--- config.mk ---
export PLATFORM = sky130hd
export DESIGN_NAME = npic_core
export DESIGN_NICKNAME = d
export VERILOG_FILES = /design/src/core/npic_pkg.sv /design/src/core/npic_core.sv
export VERILOG_INCLUDE_DIRS = /design/src /design/src/core
export SDC_FILE = /design/constraint.sdc
export NUM_CORES = 1
export LEC_CHECK = 0
export BUFFER_PORTS_ARGS = -buffer_cell sky130_fd_sc_hd__buf_2
export CAP_MARGIN = 20
export CORE_ASPECT_RATIO = 1.75
export CORE_MARGIN = 10
export CORE_UTILIZATION = 55
export DETAILED_ROUTE_END_ITERATION = 8
export GPL_TIMING_DRIVEN = 0
export PLACE_DENSITY = 0.8
export SLEW_MARGIN = 0
export SYNTH_ARGS = -nofsm -noshare
export SYNTH_HDL_FRONTEND = slang
export SYNTH_SLANG_ARGS = --single-unit
--- constraint.sdc ---
create_clock -name clk_i -period 28.4 [get_ports clk_i]
set_input_delay 2.84 -clock clk_i [delete_from_list [all_inputs] [get_ports clk_i]]
set_output_delay 2.84 -clock clk_i [all_outputs]
set_load 0.02 [all_outputs]
--- src/core/npic_consts.svh ---
// Constants of the nested priority interrupt controller
// Assumes inclusion by bare name from the package and the core
`ifndef NPIC_CONSTS_SVH
`define NPIC_CONSTS_SVH
// ----------------------------------------------------------------
// Register byte offsets on APB
// ----------------------------------------------------------------
`define NPIC_OFS_PRIO0 8'h00
`define NPIC_OFS_PRIO1 8'h04
`define NPIC_OFS_PRIO2 8'h08
`define NPIC_OFS_PRIO3 8'h0c
`define NPIC_OFS_ENABLE 8'h10
`define NPIC_OFS_PEND 8'h14
`define NPIC_OFS_FLAGS 8'h18
// ----------------------------------------------------------------
// Fields and reset values
// ----------------------------------------------------------------
`define NPIC_NSRC 14
`define NPIC_PRIO_RST 2'h3
`define NPIC_CODE_LVL0 2'h2
`define NPIC_CODE_LVL3 2'h3
`define NPIC_FLAG_HI_BIT 5
`define NPIC_FLAG_LO_BIT 3
`define NPIC_ENABLE_RST 14'h0000
`define NPIC_PRIO3_RO_BITS 4'hf
// ----------------------------------------------------------------
// Vector addresses and source numbers
// ----------------------------------------------------------------
`define NPIC_VEC_RESET 16'hfffe
`define NPIC_VEC_TRAP 16'hfffc
`define NPIC_VEC_TOP 16'hfffa
`define NPIC_SRC_TRAP 5'h0e
`define NPIC_SRC_RESET 5'h0f
`endif

--- src/core/npic_pkg.sv ---
// Types of the nested priority interrupt controller
// Assumes the constants header sits in the include path
`include "npic_consts.svh"
package npic_pkg;
  typedef enum logic [1:0] {
    NPIC_ST_IDLE = 2'h0,
    NPIC_ST_OFFER = 2'h1
  } npic_state_t;

  // One service offer to the sequencer
  typedef struct packed {
    logic [15:0] vec;
    logic [1:0] prio;
    logic stack;
    logic [4:0] src;
  } npic_svc_t;

  // Code in the flags pair to nesting level 0..3
  function automatic logic [2:0] npic_level(input logic [1:0] code);
    logic [2:0] lvl;
    lvl = 3'h0;
    case (code)
      2'h2: lvl = 3'h0;
      2'h1: lvl = 3'h1;
      2'h0: lvl = 3'h2;
      default: lvl = 3'h3;
    endcase
    return lvl;
  endfunction
endpackage

--- src/core/npic_core.sv ---
// Nested priority interrupt controller core with APB register access
// Assumes the sequencer samples svc_req_o only at instruction boundaries
// and pulses svc_ack_i once when stacking (or the reset fetch) begins
//
// Decided for this implementation: the address map and register access over APB.
`include "npic_consts.svh"

// Behaviour
// - Priority codes: level0=10, level1=01, level2=00, level3=11 disables interrupts.
// - Current priority pair sits at flags bits 5 and 3.
// - Sixteen vectors at fixed addresses FFE0h..FFFFh sorted by hardware priority.
// - Four programmable nesting levels; nested or concurrent handling.
// - Emergency stop is the one maskable top source; reset and trap non-maskable.
// - Current instruction completes before the flow is suspended.
// - Entry stacks program counter, index, accumulator and flags.
// - Entry loads current priority from the serviced vector's priority field; emergency stop loads level 3.
// - After stacking, vector goes to program counter and handler is fetched.
// - Interrupt return restores stacked priority bits to resume previous level.
// - Highest software priority wins; ties go to highest hardware priority.
// - Unserviced requests stay latched until their combined priority is highest.
// - Distinct hardware priorities always give exactly one winner.
// - Reset, trap and emergency stop outrank every software level.
// - Non-maskable sources ignore mask, load vector and set level 3.
// - Non-maskable sources wake the processor from halt.
// - Trap instruction raises trap, serviced like the emergency stop.
// - Reset is highest; routine after reset runs at level 3.
// - Maskable source served only if enabled and, except the emergency stop, above current level.
// - Hardware order rises: main, sources 13..1, emergency stop (source 0), trap, reset highest.
// - Writing the level0 code to a priority field keeps the old value.
module npic_core
  import npic_pkg::*;
(
  // Clock and reset
  input wire logic clk_i,
  input wire logic rst_n_i,
  // APB slave
  input wire logic psel_i,
  input wire logic penable_i,
  input wire logic pwrite_i,
  input wire logic [7:0] paddr_i,
  input wire logic [31:0] pwdata_i,
  output logic [31:0] prdata_o,
  output logic pready_o,
  output logic pslverr_o,
  // Request sources, index 0 is the emergency stop
  input wire logic [13:0] irq_i,
  input wire logic trap_exec_i,
  // Sequencer side
  input wire logic instr_boundary_i,
  input wire logic halt_i,
  input wire logic svc_ack_i,
  input wire logic interrupt_return_i,
  input wire logic [1:0] restore_prio_i,
  input wire logic prio_wr_i,
  input wire logic [1:0] prio_wdata_i,
  output logic svc_req_o,
  output npic_svc_t svc_o,
  output logic wake_o,
  output logic prio_bit_high_o,
  output logic prio_bit_low_o
);
  // ----------------------------------------------------------------
  // State
  // ----------------------------------------------------------------
  logic [1:0] vector_priority_regs [`NPIC_NSRC];
  logic [13:0] enable_q;
  logic [13:0] pend_q;
  logic trap_pend_q;
  logic reset_pend_q;
  logic [1:0] prio_q;
  npic_state_t state_q;
  npic_state_t state_d;
  npic_svc_t svc_q;
  npic_svc_t svc_d;

  // ----------------------------------------------------------------
  // APB decode
  // ----------------------------------------------------------------
  wire apb_wr = psel_i && penable_i && pwrite_i;
  wire hit_prio = (paddr_i[7:4] == 4'h0) && (paddr_i[1:0] == 2'h0);
  wire hit_en = (paddr_i == `NPIC_OFS_ENABLE);
  wire hit_pend = (paddr_i == `NPIC_OFS_PEND);
  wire hit_flags = (paddr_i == `NPIC_OFS_FLAGS);
  wire [1:0] prio_reg = paddr_i[3:2];
  wire mapped = hit_prio || hit_en || hit_pend || hit_flags;
  wire [7:0] cpu_flags_register = {2'h0, prio_q[1], 1'b0, prio_q[0], 3'h0};
  logic [7:0] prio_rd;

  assign pready_o = 1'b1;
  assign pslverr_o = psel_i && penable_i && !mapped;

  always_comb begin
    prio_rd = 8'h00;
    for (int k = 0; k < 4; k++) begin
      if (int'(prio_reg) * 4 + k < `NPIC_NSRC) begin
        prio_rd[2*k +: 2] = vector_priority_regs[int'(prio_reg) * 4 + k];
      end else begin
        prio_rd[2*k +: 2] = 2'h3;
      end
    end
  end

  always_comb begin
    prdata_o = 32'h0000_0000;
    if (hit_prio) begin
      prdata_o = {24'h00_0000, prio_rd};
    end else if (hit_en) begin
      prdata_o = {18'h0_0000, enable_q};
    end else if (hit_pend) begin
      prdata_o = {16'h0000, reset_pend_q, trap_pend_q, pend_q};
    end else if (hit_flags) begin
      prdata_o = {24'h00_0000, cpu_flags_register};
    end
  end

  // ----------------------------------------------------------------
  // Per-vector priority fields
  // ----------------------------------------------------------------
  // Level 0 cannot be stored, so a vector can never sit below main
  always_ff @(posedge clk_i or negedge rst_n_i) begin
    if (!rst_n_i) begin
      for (int i = 0; i < `NPIC_NSRC; i++) begin
        vector_priority_regs[i] <= `NPIC_PRIO_RST;
      end
    end else if (apb_wr && hit_prio) begin
      for (int k = 0; k < 4; k++) begin
        if (int'(prio_reg) * 4 + k < `NPIC_NSRC &&
            pwdata_i[2*k +: 2] != `NPIC_CODE_LVL0) begin
          vector_priority_regs[int'(prio_reg) * 4 + k] <= pwdata_i[2*k +: 2];
        end
      end
    end
  end

  always_ff @(posedge clk_i or negedge rst_n_i) begin
    if (!rst_n_i) begin
      enable_q <= `NPIC_ENABLE_RST;
    end else if (apb_wr && hit_en) begin
      enable_q <= pwdata_i[13:0];
    end
  end

  // ----------------------------------------------------------------
  // Pending latches
  // ----------------------------------------------------------------
  wire ack_take = (state_q == NPIC_ST_OFFER) && svc_ack_i && instr_boundary_i;
  logic [13:0] pend_clr;

  always_comb begin
    pend_clr = 14'h0000;
    if (ack_take && svc_q.src < 5'(`NPIC_NSRC)) begin
      pend_clr[svc_q.src[3:0]] = 1'b1;
    end
  end

  // A new request in the clearing cycle survives
  always_ff @(posedge clk_i or negedge rst_n_i) begin
    if (!rst_n_i) begin
      pend_q <= 14'h0000;
    end else begin
      pend_q <= (pend_q & ~pend_clr) | irq_i;
    end
  end

  always_ff @(posedge clk_i or negedge rst_n_i) begin
    if (!rst_n_i) begin
      trap_pend_q <= 1'b0;
    end else if (trap_exec_i) begin
      trap_pend_q <= 1'b1;
    end else if (ack_take && svc_q.src == `NPIC_SRC_TRAP) begin
      trap_pend_q <= 1'b0;
    end
  end

  always_ff @(posedge clk_i or negedge rst_n_i) begin
    if (!rst_n_i) begin
      reset_pend_q <= 1'b1;
    end else if (ack_take && svc_q.src == `NPIC_SRC_RESET) begin
      reset_pend_q <= 1'b0;
    end
  end

  // ----------------------------------------------------------------
  // Arbitration
  // ----------------------------------------------------------------
  wire [2:0] cur_lvl = npic_level(prio_q);
  logic [13:0] eligible;
  logic found;
  logic [3:0] best_idx;
  logic [2:0] best_lvl;

  always_comb begin
    for (int i = 0; i < `NPIC_NSRC; i++) begin
      if (i == 0) begin
        eligible[i] = pend_q[i] && enable_q[i];
      end else begin
        eligible[i] = pend_q[i] && enable_q[i] &&
                      (npic_level(vector_priority_regs[i]) > cur_lvl);
      end
    end
  end

  // Walk from lowest hardware rank upward; >= lets the higher rank take ties
  always_comb begin
    found = 1'b0;
    best_idx = 4'h0;
    best_lvl = 3'h0;
    for (int i = `NPIC_NSRC - 1; i >= 0; i--) begin
      if (eligible[i] && (!found || (i == 0 ? 3'h4 : npic_level(vector_priority_regs[i])) >= best_lvl)) begin
        found = 1'b1;
        best_idx = 4'(i);
        best_lvl = (i == 0) ? 3'h4 : npic_level(vector_priority_regs[i]);
      end
    end
  end

  wire any_win = reset_pend_q || trap_pend_q || found;

  always_comb begin
    svc_d = svc_q;
    if (reset_pend_q) begin
      svc_d.vec = `NPIC_VEC_RESET;
      svc_d.prio = `NPIC_CODE_LVL3;
      svc_d.stack = 1'b0;
      svc_d.src = `NPIC_SRC_RESET;
    end else if (trap_pend_q) begin
      svc_d.vec = `NPIC_VEC_TRAP;
      svc_d.prio = `NPIC_CODE_LVL3;
      svc_d.stack = 1'b1;
      svc_d.src = `NPIC_SRC_TRAP;
    end else if (found) begin
      svc_d.vec = `NPIC_VEC_TOP - {11'h000, best_idx, 1'b0};
      svc_d.prio = (best_idx == 4'h0) ? `NPIC_CODE_LVL3 : vector_priority_regs[best_idx];
      svc_d.stack = 1'b1;
      svc_d.src = {1'b0, best_idx};
    end
  end

  // ----------------------------------------------------------------
  // Offer state machine
  // ----------------------------------------------------------------
  always_comb begin
    state_d = state_q;
    case (state_q)
      NPIC_ST_IDLE: begin
        if (any_win) begin
          state_d = NPIC_ST_OFFER;
        end
      end
      NPIC_ST_OFFER: begin
        if (ack_take || !any_win) begin
          state_d = NPIC_ST_IDLE;
        end
      end
      default: state_d = NPIC_ST_IDLE;
    endcase
  end

  // Offer is refreshed until taken, so a later higher request overtakes
  always_ff @(posedge clk_i or negedge rst_n_i) begin
    if (!rst_n_i) begin
      state_q <= NPIC_ST_IDLE;
      svc_q <= '0;
    end else begin
      state_q <= state_d;
      if (!ack_take) begin
        svc_q <= svc_d;
      end
    end
  end

  assign svc_req_o = (state_q == NPIC_ST_OFFER) && instr_boundary_i;
  assign svc_o = svc_q;
  assign wake_o = halt_i && (reset_pend_q || trap_pend_q);

  // ----------------------------------------------------------------
  // Current priority pair
  // ----------------------------------------------------------------
  always_ff @(posedge clk_i or negedge rst_n_i) begin
    if (!rst_n_i) begin
      prio_q <= `NPIC_PRIO_RST;
    end else if (ack_take) begin
      prio_q <= svc_q.prio;
    end else if (interrupt_return_i) begin
      prio_q <= restore_prio_i;
    end else if (prio_wr_i) begin
      prio_q <= prio_wdata_i;
    end
  end

  assign prio_bit_high_o = prio_q[1];
  assign prio_bit_low_o = prio_q[0];
endmodule

# Yosys cells after proc, flatten, opt, wreduce, memory -nomap -nowiden
# Index checks and enable logic that the tools add are counted.
[classes] n_eq_ne=40 reduce_logical=119 n_mux=112 bitwise=9 n_addsub=4 order_cmp=42
[ops] op="$mux W28" count=7
[ops] op="$ge A32 B5 Y1 const B" count=4
[ops] op="$lt A32 B1 Y1 const B" count=4
[ops] op="$bwmux W28" count=4
[ops] op="$lt A32 B5 Y1 const B" count=3
[ops] op="$mux W32" count=3
[ops] op="$not A5 Y32" count=3
[ops] op="$pmux W2 S3" count=14
[ops] op="$mux W24" count=3
[ops] op="$logic_and A1 B1 Y1" count=62
[ops] op="$mux W4" count=14
[ops] op="$mux W2" count=24
[ops] op="$bmux W2 S4" count=5
[ops] op="$gt A3 B3 Y1" count=13
[ops] op="$mux W3" count=13
[ops] op="$ge A3 B3 Y1" count=12
[ops] op="$demux W2 S4" count=4
[ops] op="$logic_not A2 Y1" count=16
[ops] op="$not A4 Y32" count=1
[ops] op="$eq A2 B1 Y1 const B" count=15
[ops] op="$eq A2 B2 Y1 const B" count=14
[ops] op="$eq A8 B5 Y1 const B" count=3
[ops] op="$logic_or A1 B1 Y1" count=19
[ops] op="$mux W1" count=17
[ops] op="26 further kinds" count=49
[totals] register_bits=86 output_inout_bits=62 inputBits=69 elab_cells=350

# Logic depth before layout (Yosys ltp)
[depth] word_depth=65 mapped_depth=95 mapped_depth_nobuf=92

# Least setup slack after synthesis
# Ideal clock, no wire load.
[synth_timing] kind="register to register" start="register prio_q[1]" end="register svc_q (netlist bit svc_o[7])" setup_ns=0.131 path_stages_with_launch=91 slack_ns=12.206 required_time_ns=28.269 period_less_slack_ns=16.194 arrival_time_ns=16.062 path_buffers=4 cell_sequence="dfstp_2 > inv_1 > ha_1 > inv_1 > ha_1 > nor2b_4 > o2111a_1 > buf_6 > nand2_1 > ha_1 > a21oi_1 > a21o_1 > o22a_1 > inv_1 > ha_1 > nand2b_1 > a21oi_1 > o21ai_0 > [... 55 more ...] > o21ai_0 > a2bb2oi_1 > ha_1 > nand2b_1 > a21oi_1 > a21oi_1 > inv_1 > o21ai_0 > ha_1 > nand2b_1 > a21oi_1 > a21o_1 > nand2_1 > a2111oi_4 > buf_6 > mux4_2 > a211oi_1 > a211oi_1"
[synth_via] elab_chain_len=65 word_cells_on_any_way=134 cone_classes="order compare (26); eq/ne (2); mux (49); bitwise (1); reduce/logical (56)"
[synth_lines] element="start: declaration" line="npic_core.sv:70" text="logic [1:0] prio_q;"
[synth_lines] element="start signal: assignment" line="npic_core.sv:281" text="prio_q <= `NPIC_PRIO_RST;"
[synth_lines] element="start signal: assignment" line="npic_core.sv:283" text="prio_q <= svc_q.prio;"
[synth_lines] element="start signal: assignment" line="npic_core.sv:285" text="prio_q <= restore_prio_i;"
[synth_lines] element="$eq A2 B1 Y1, or another cell as far along" line="npic_pkg.sv:22" text="case (code)"
[synth_lines] element="$pmux W2 S3 *" line="npic_pkg.sv:22"
[synth_lines] element="$gt A3 B3 Y1" line="npic_core.sv:198" text="(npic_level(vector_priority_regs[i]) > cur_lvl);"
[synth_lines] element="$logic_and A1 B1 Y1" line="npic_core.sv:197" text="eligible[i] = pend_q[i] && enable_q[i] &&"
[synth_lines] element="$mux W3 / $mux W1 (equally long branches)" line="npic_core.sv:209" text="if (eligible[i] && (!found || (i == 0 ? 3'h4 : npic_level(vector_priority_regs[i])) >= best_lvl)) begin"
[synth_lines] element="$ge A3 B3 Y1 / $logic_not A1 Y1 (equally long branches)" line="npic_core.sv:209"
[synth_lines] element="$logic_or A1 B1 Y1" line="npic_core.sv:209"
[synth_lines] element="$logic_and A1 B1 Y1" line="npic_core.sv:209"
[synth_lines] element="[... 48 more ...]"
[synth_lines] element="$mux W4" line="npic_core.sv:209"
[synth_lines] element="$not A4 Y5 (not written as such)" line="npic_core.sv:233" text="svc_d.prio = (best_idx == 4'h0) ? `NPIC_CODE_LVL3 : vector_priority_regs[best_idx];"
[synth_lines] element="$bmux W2 S4" line="npic_core.sv:233"
[synth_lines] element="$mux W2 (not written as such) (2 in a row)" line="npic_core.sv:233"
[synth_lines] element="$mux W2" line="npic_core.sv:233"
[synth_lines] element="$mux W24" line="npic_core.sv:231" text="end else if (found) begin"
[synth_lines] element="$mux W24" line="npic_core.sv:226" text="end else if (trap_pend_q) begin"
[synth_lines] element="$mux W24" line="npic_core.sv:221" text="if (reset_pend_q) begin"
[synth_lines] element="end signal: assignment" line="npic_core.sv:267" text="svc_q <= svc_d;"
[synth_lines] element="end: declaration" line="npic_core.sv:73" text="npic_svc_t svc_q;"
# Mark *: on every way between the ends. The rest lies on a longest branch, timed or not. The select of a mux whose other input is x is not followed.
# A chain may end at the register's enable or synchronous reset.

# Worst setup path in the final report
[layout_timing] start="register prio_q[0]" end="register svc_q (netlist bit svc_o[6])"
# The elaborated chain is that of the path after synthesis.

==> impl_results.md <==
* Reg area at 0.00187 mm^2
* Flop pwr share at approximately 36%
* Gr usage total at 26.4%
* # clock sinks at 73
* # resized after CTS at 0
* Critical path type: flip-flop to flip-flop
* Slowest cell delay on critical path at about 760 ps
* Peak supply drop at 0.0571 mV
* Die ar. at 0.0162 mm^2
* Final Slew Violations at 0
* Post-synth ARST share at 100%
* Final instance area at 0.00727 mm^2
* Routed WL at 21.8 mm
* EDFF count, synth at 0
* Pwr Density at about 45 mW/mm^2
* Status: complete, no violations
* Area of the multi-input gates at between 0.004 and 0.005 mm^2
* CTS tree: built
* Hold crit path type: flip-flop to flip-flop
* H-tree levels at 3
* Post-synth top flop: dfrtp_1
* Dpl cell area at roughly 0.0070 mm^2
* Post-CTS Setup Inserts at 0
* Num CTS Buffers at 9
* Cell with the most instances after synthesis: nand2_1
* Area of the core at between 0.01 and 0.015 mm^2
* Remaining DRCs at 0
* CTS Buffer Depth at 2
* Die height at 161 um
* Initial core utilization at roughly 56%
* DR WL/cell at between 20 and 25 um
* Initial antenna violation count at 0
* Worst Path Arrival at about 19000 ps
* Hold Vio Cnt, Final at 0
* Post-route minimum period at 19160 ps
* Sequential share of the synthesized area at 29.8%
* WP data required at roughly 29000 ps
* First-pass GRT wire length at about 33 mm
* Synth Cell Area at between 0.006 and 0.007 mm^2
* Net count, final at 969
* Switching Power at 0.107 mW
* Unrepaired setup endpoints after global routing: no
* FMAX at around 52 MHz
* Startpoint types: flip-flop
* Clock share of power at 37.1%
* Diodes inserted at 0
* Worst clock skew at 5.07 ps
* Flops & latches, synth at 73
* Critical path origin: prio_q[0]
* Post-synth cell types at 78
* Initial DRC Count at between 500 and 600
* Synth top area cells: dfrtp_1, ha_1, dfstp_2
* Final setup violation count at 0
* TNS Setup at 0 ps
* Yosys top cell area share at roughly 17%
* Worst setup EP type: flip-flop
* Hold Buf Count CTS at 0
* Clock Latency Late Sink at 340 ps
* I/O pin count at 131
* Switch share at between 30 and 40%
* Hold Path Origin: svc_o[13]
* Post-synth top area cell: dfrtp_1
* Largest net degree at the start of global routing at 74
* RD Place Congestion at 1.01
* CP dominant cell by count: ha_1
* Rel. slew slack at 37.4%
* Transition time of the tightest slew-check pin at 939 ps
* YS warnings at 0
* Final HPWL DP at 17.6 mm
* Synthesized instance count at 705
* Most common library cells after synthesis: nand2_1, ha_1, nor2_1
* Drt first pass iters at 6
* Int Pwr at 0.220 mW
* IO Port Bufs at 93
* Total grt overflow at 0
* Period utilization at 67.5%
* CP max FO at 13
* Final antenna-violating net count at 0
* Combinational power share at 26.9%
* Rows at 51
* P_leak at around 3.5 nW
* Syn Area/Cell at ~9 um^2
* Die Span X at 101 um
* Area grow syn2layout at 16.1%
* Reg-to-Reg Start: prio_q[0]
* Slowest stage cell, crit path: dfstp_2
* Clock root cell: clkbuf_16
* MaxCap Viol Count at 0
* Fillers at 966
* Vias in the first global route at 6202
* Fraction of layout cells with a size suffix above 1 at around 26%
* Clock Pin Slew Worst Setup and Hold Paths at 60 ps
* DR vias at 5994
* Vias per cell at 6.22
-- per-layer routing --
layer | routed length, um | GRT usage (%) | vias to the layer above
met5 | 0 | 0 | -
met4 | 1540 | 18.1 | 0
met3 | 1340 | 4.96 | 79
met2 | 10900 | 44.5 | 266
met1 | 7930 | 28.7 | 2866
li1 | - | - | 2783
-- power groups by stage --
stage | clock network, mW | logic (mW) | registers (mW)
floorplan | 0 | 0.0530 | 0.121
global placement | 0 | 0.0832 | 0.119
detailed placement | 0 | 0.0872 | 0.119
CTS | 0.123 | 0.0877 | 0.117
global route | 0.127 | 0.0966 | 0.118
finish | 0.122 | 0.0881 | 0.118
-- worst max-delay path: cells and delay by family (launching register included) --
family                   cells  cell delay [ps]
adder cells (fa/ha/maj)     14             3790
AO/OA/AOI/OAI               42             9160
buffers and inverters        8             1640
flip-flops                   1              760
AND/OR/NAND/NOR             24             3670
-- registers in the layout, indices dropped and copies added (netlist names) --
| register | cells |
|---|---|
| vector_priority_regs | 28 |
| reset_pend_q | 1 |
| svc_o | 12 |
| prio_q | 2 |
| state_q | 1 |
| trap_pend_q | 1 |
| enable_q | 14 |
| pend_q | 14 |
-- logic make-up after synthesis --
| family | synth area share (%) |
|---|---|
| and+or+nand+nor | 19.1 |
| AOI/OAI and AO/OA | 23.6 |
| muxes | 5.66 |
| adders and majority gates | 14.8 |
| other | 0.120 |
| DFF | 29.8 |
| buffers and inverters | 6.79 |
| xor gates and xnor gates | 0.140 |
-- layout make-up --
| type | count | share of cell area [%] |
|---|---|---|
| Timing Repair Buffer | 93 | 6.44 |
| Sequential cell | 73 | 25.7 |
| Tap cell | 132 | 2.27 |
| Clock buffer | 10 | 3.15 |
| Multi-Input combinational cell | 570 | 55.5 |
| Buffer | 47 | 4.20 |
| Clock inverter | 6 | 1.15 |
| Inverter | 32 | 1.65 |
-- per-stage QoR --
stage               power, mW  util, %  instances  setup WS [ps]  hold WS, ps
floorplan               0.174        -        722          12210          455
global placement        0.202     62.3        947          10260          452
detailed placement      0.206     62.3        947           9680          487
CTS                     0.328     65.1        963           9590          499
global route            0.342     65.1        963           7870          523
finish                  0.327     65.1        963           9240          502
-- placed cells by master, fill, tap and decap left out, types with 4 or more instances in the layout --
cell type / n
a211oi_1: 8
a21o_1: 14
a21oi_1: 52
a221oi_1: 5
a22o_1: 6
a22oi_1: 5
a31oi_1: 7
and2_1: 7
and3_1: 7
buf_2: 93
buf_4: 31
clkbuf_1: 14
clkbuf_16: 9
conb_1: 19
dfrtp_1: 42
dfstp_2: 31
ha_1: 74
inv_1: 32
mux2_2: 17
mux2i_1: 5
mux4_2: 5
nand2_1: 83
nand2b_1: 25
nand3_1: 10
nor2_1: 62
nor2b_1: 14
nor3_1: 5
o2111a_1: 9
o2111ai_1: 9
o21a_1: 5
o21ai_0: 34
o22a_1: 5
o22ai_1: 7
o31ai_1: 4
or2_2: 5
-- final timing paths --
path / to / depth (start not counted) / slack (ps)
min in group asynchronous: pend_q[12] / 1 / 2620
worst min-delay path: svc_o[13] / 1 / 500
worst max-delay path: svc_o[6] / 88 / 9240
worst max register to register: svc_o[6] / 88 / 9240
max in group asynchronous: enable_q[0] / 1 / 25150
worst min register to register: svc_o[13] / 1 / 500
(Power assumes the default switching activity.)
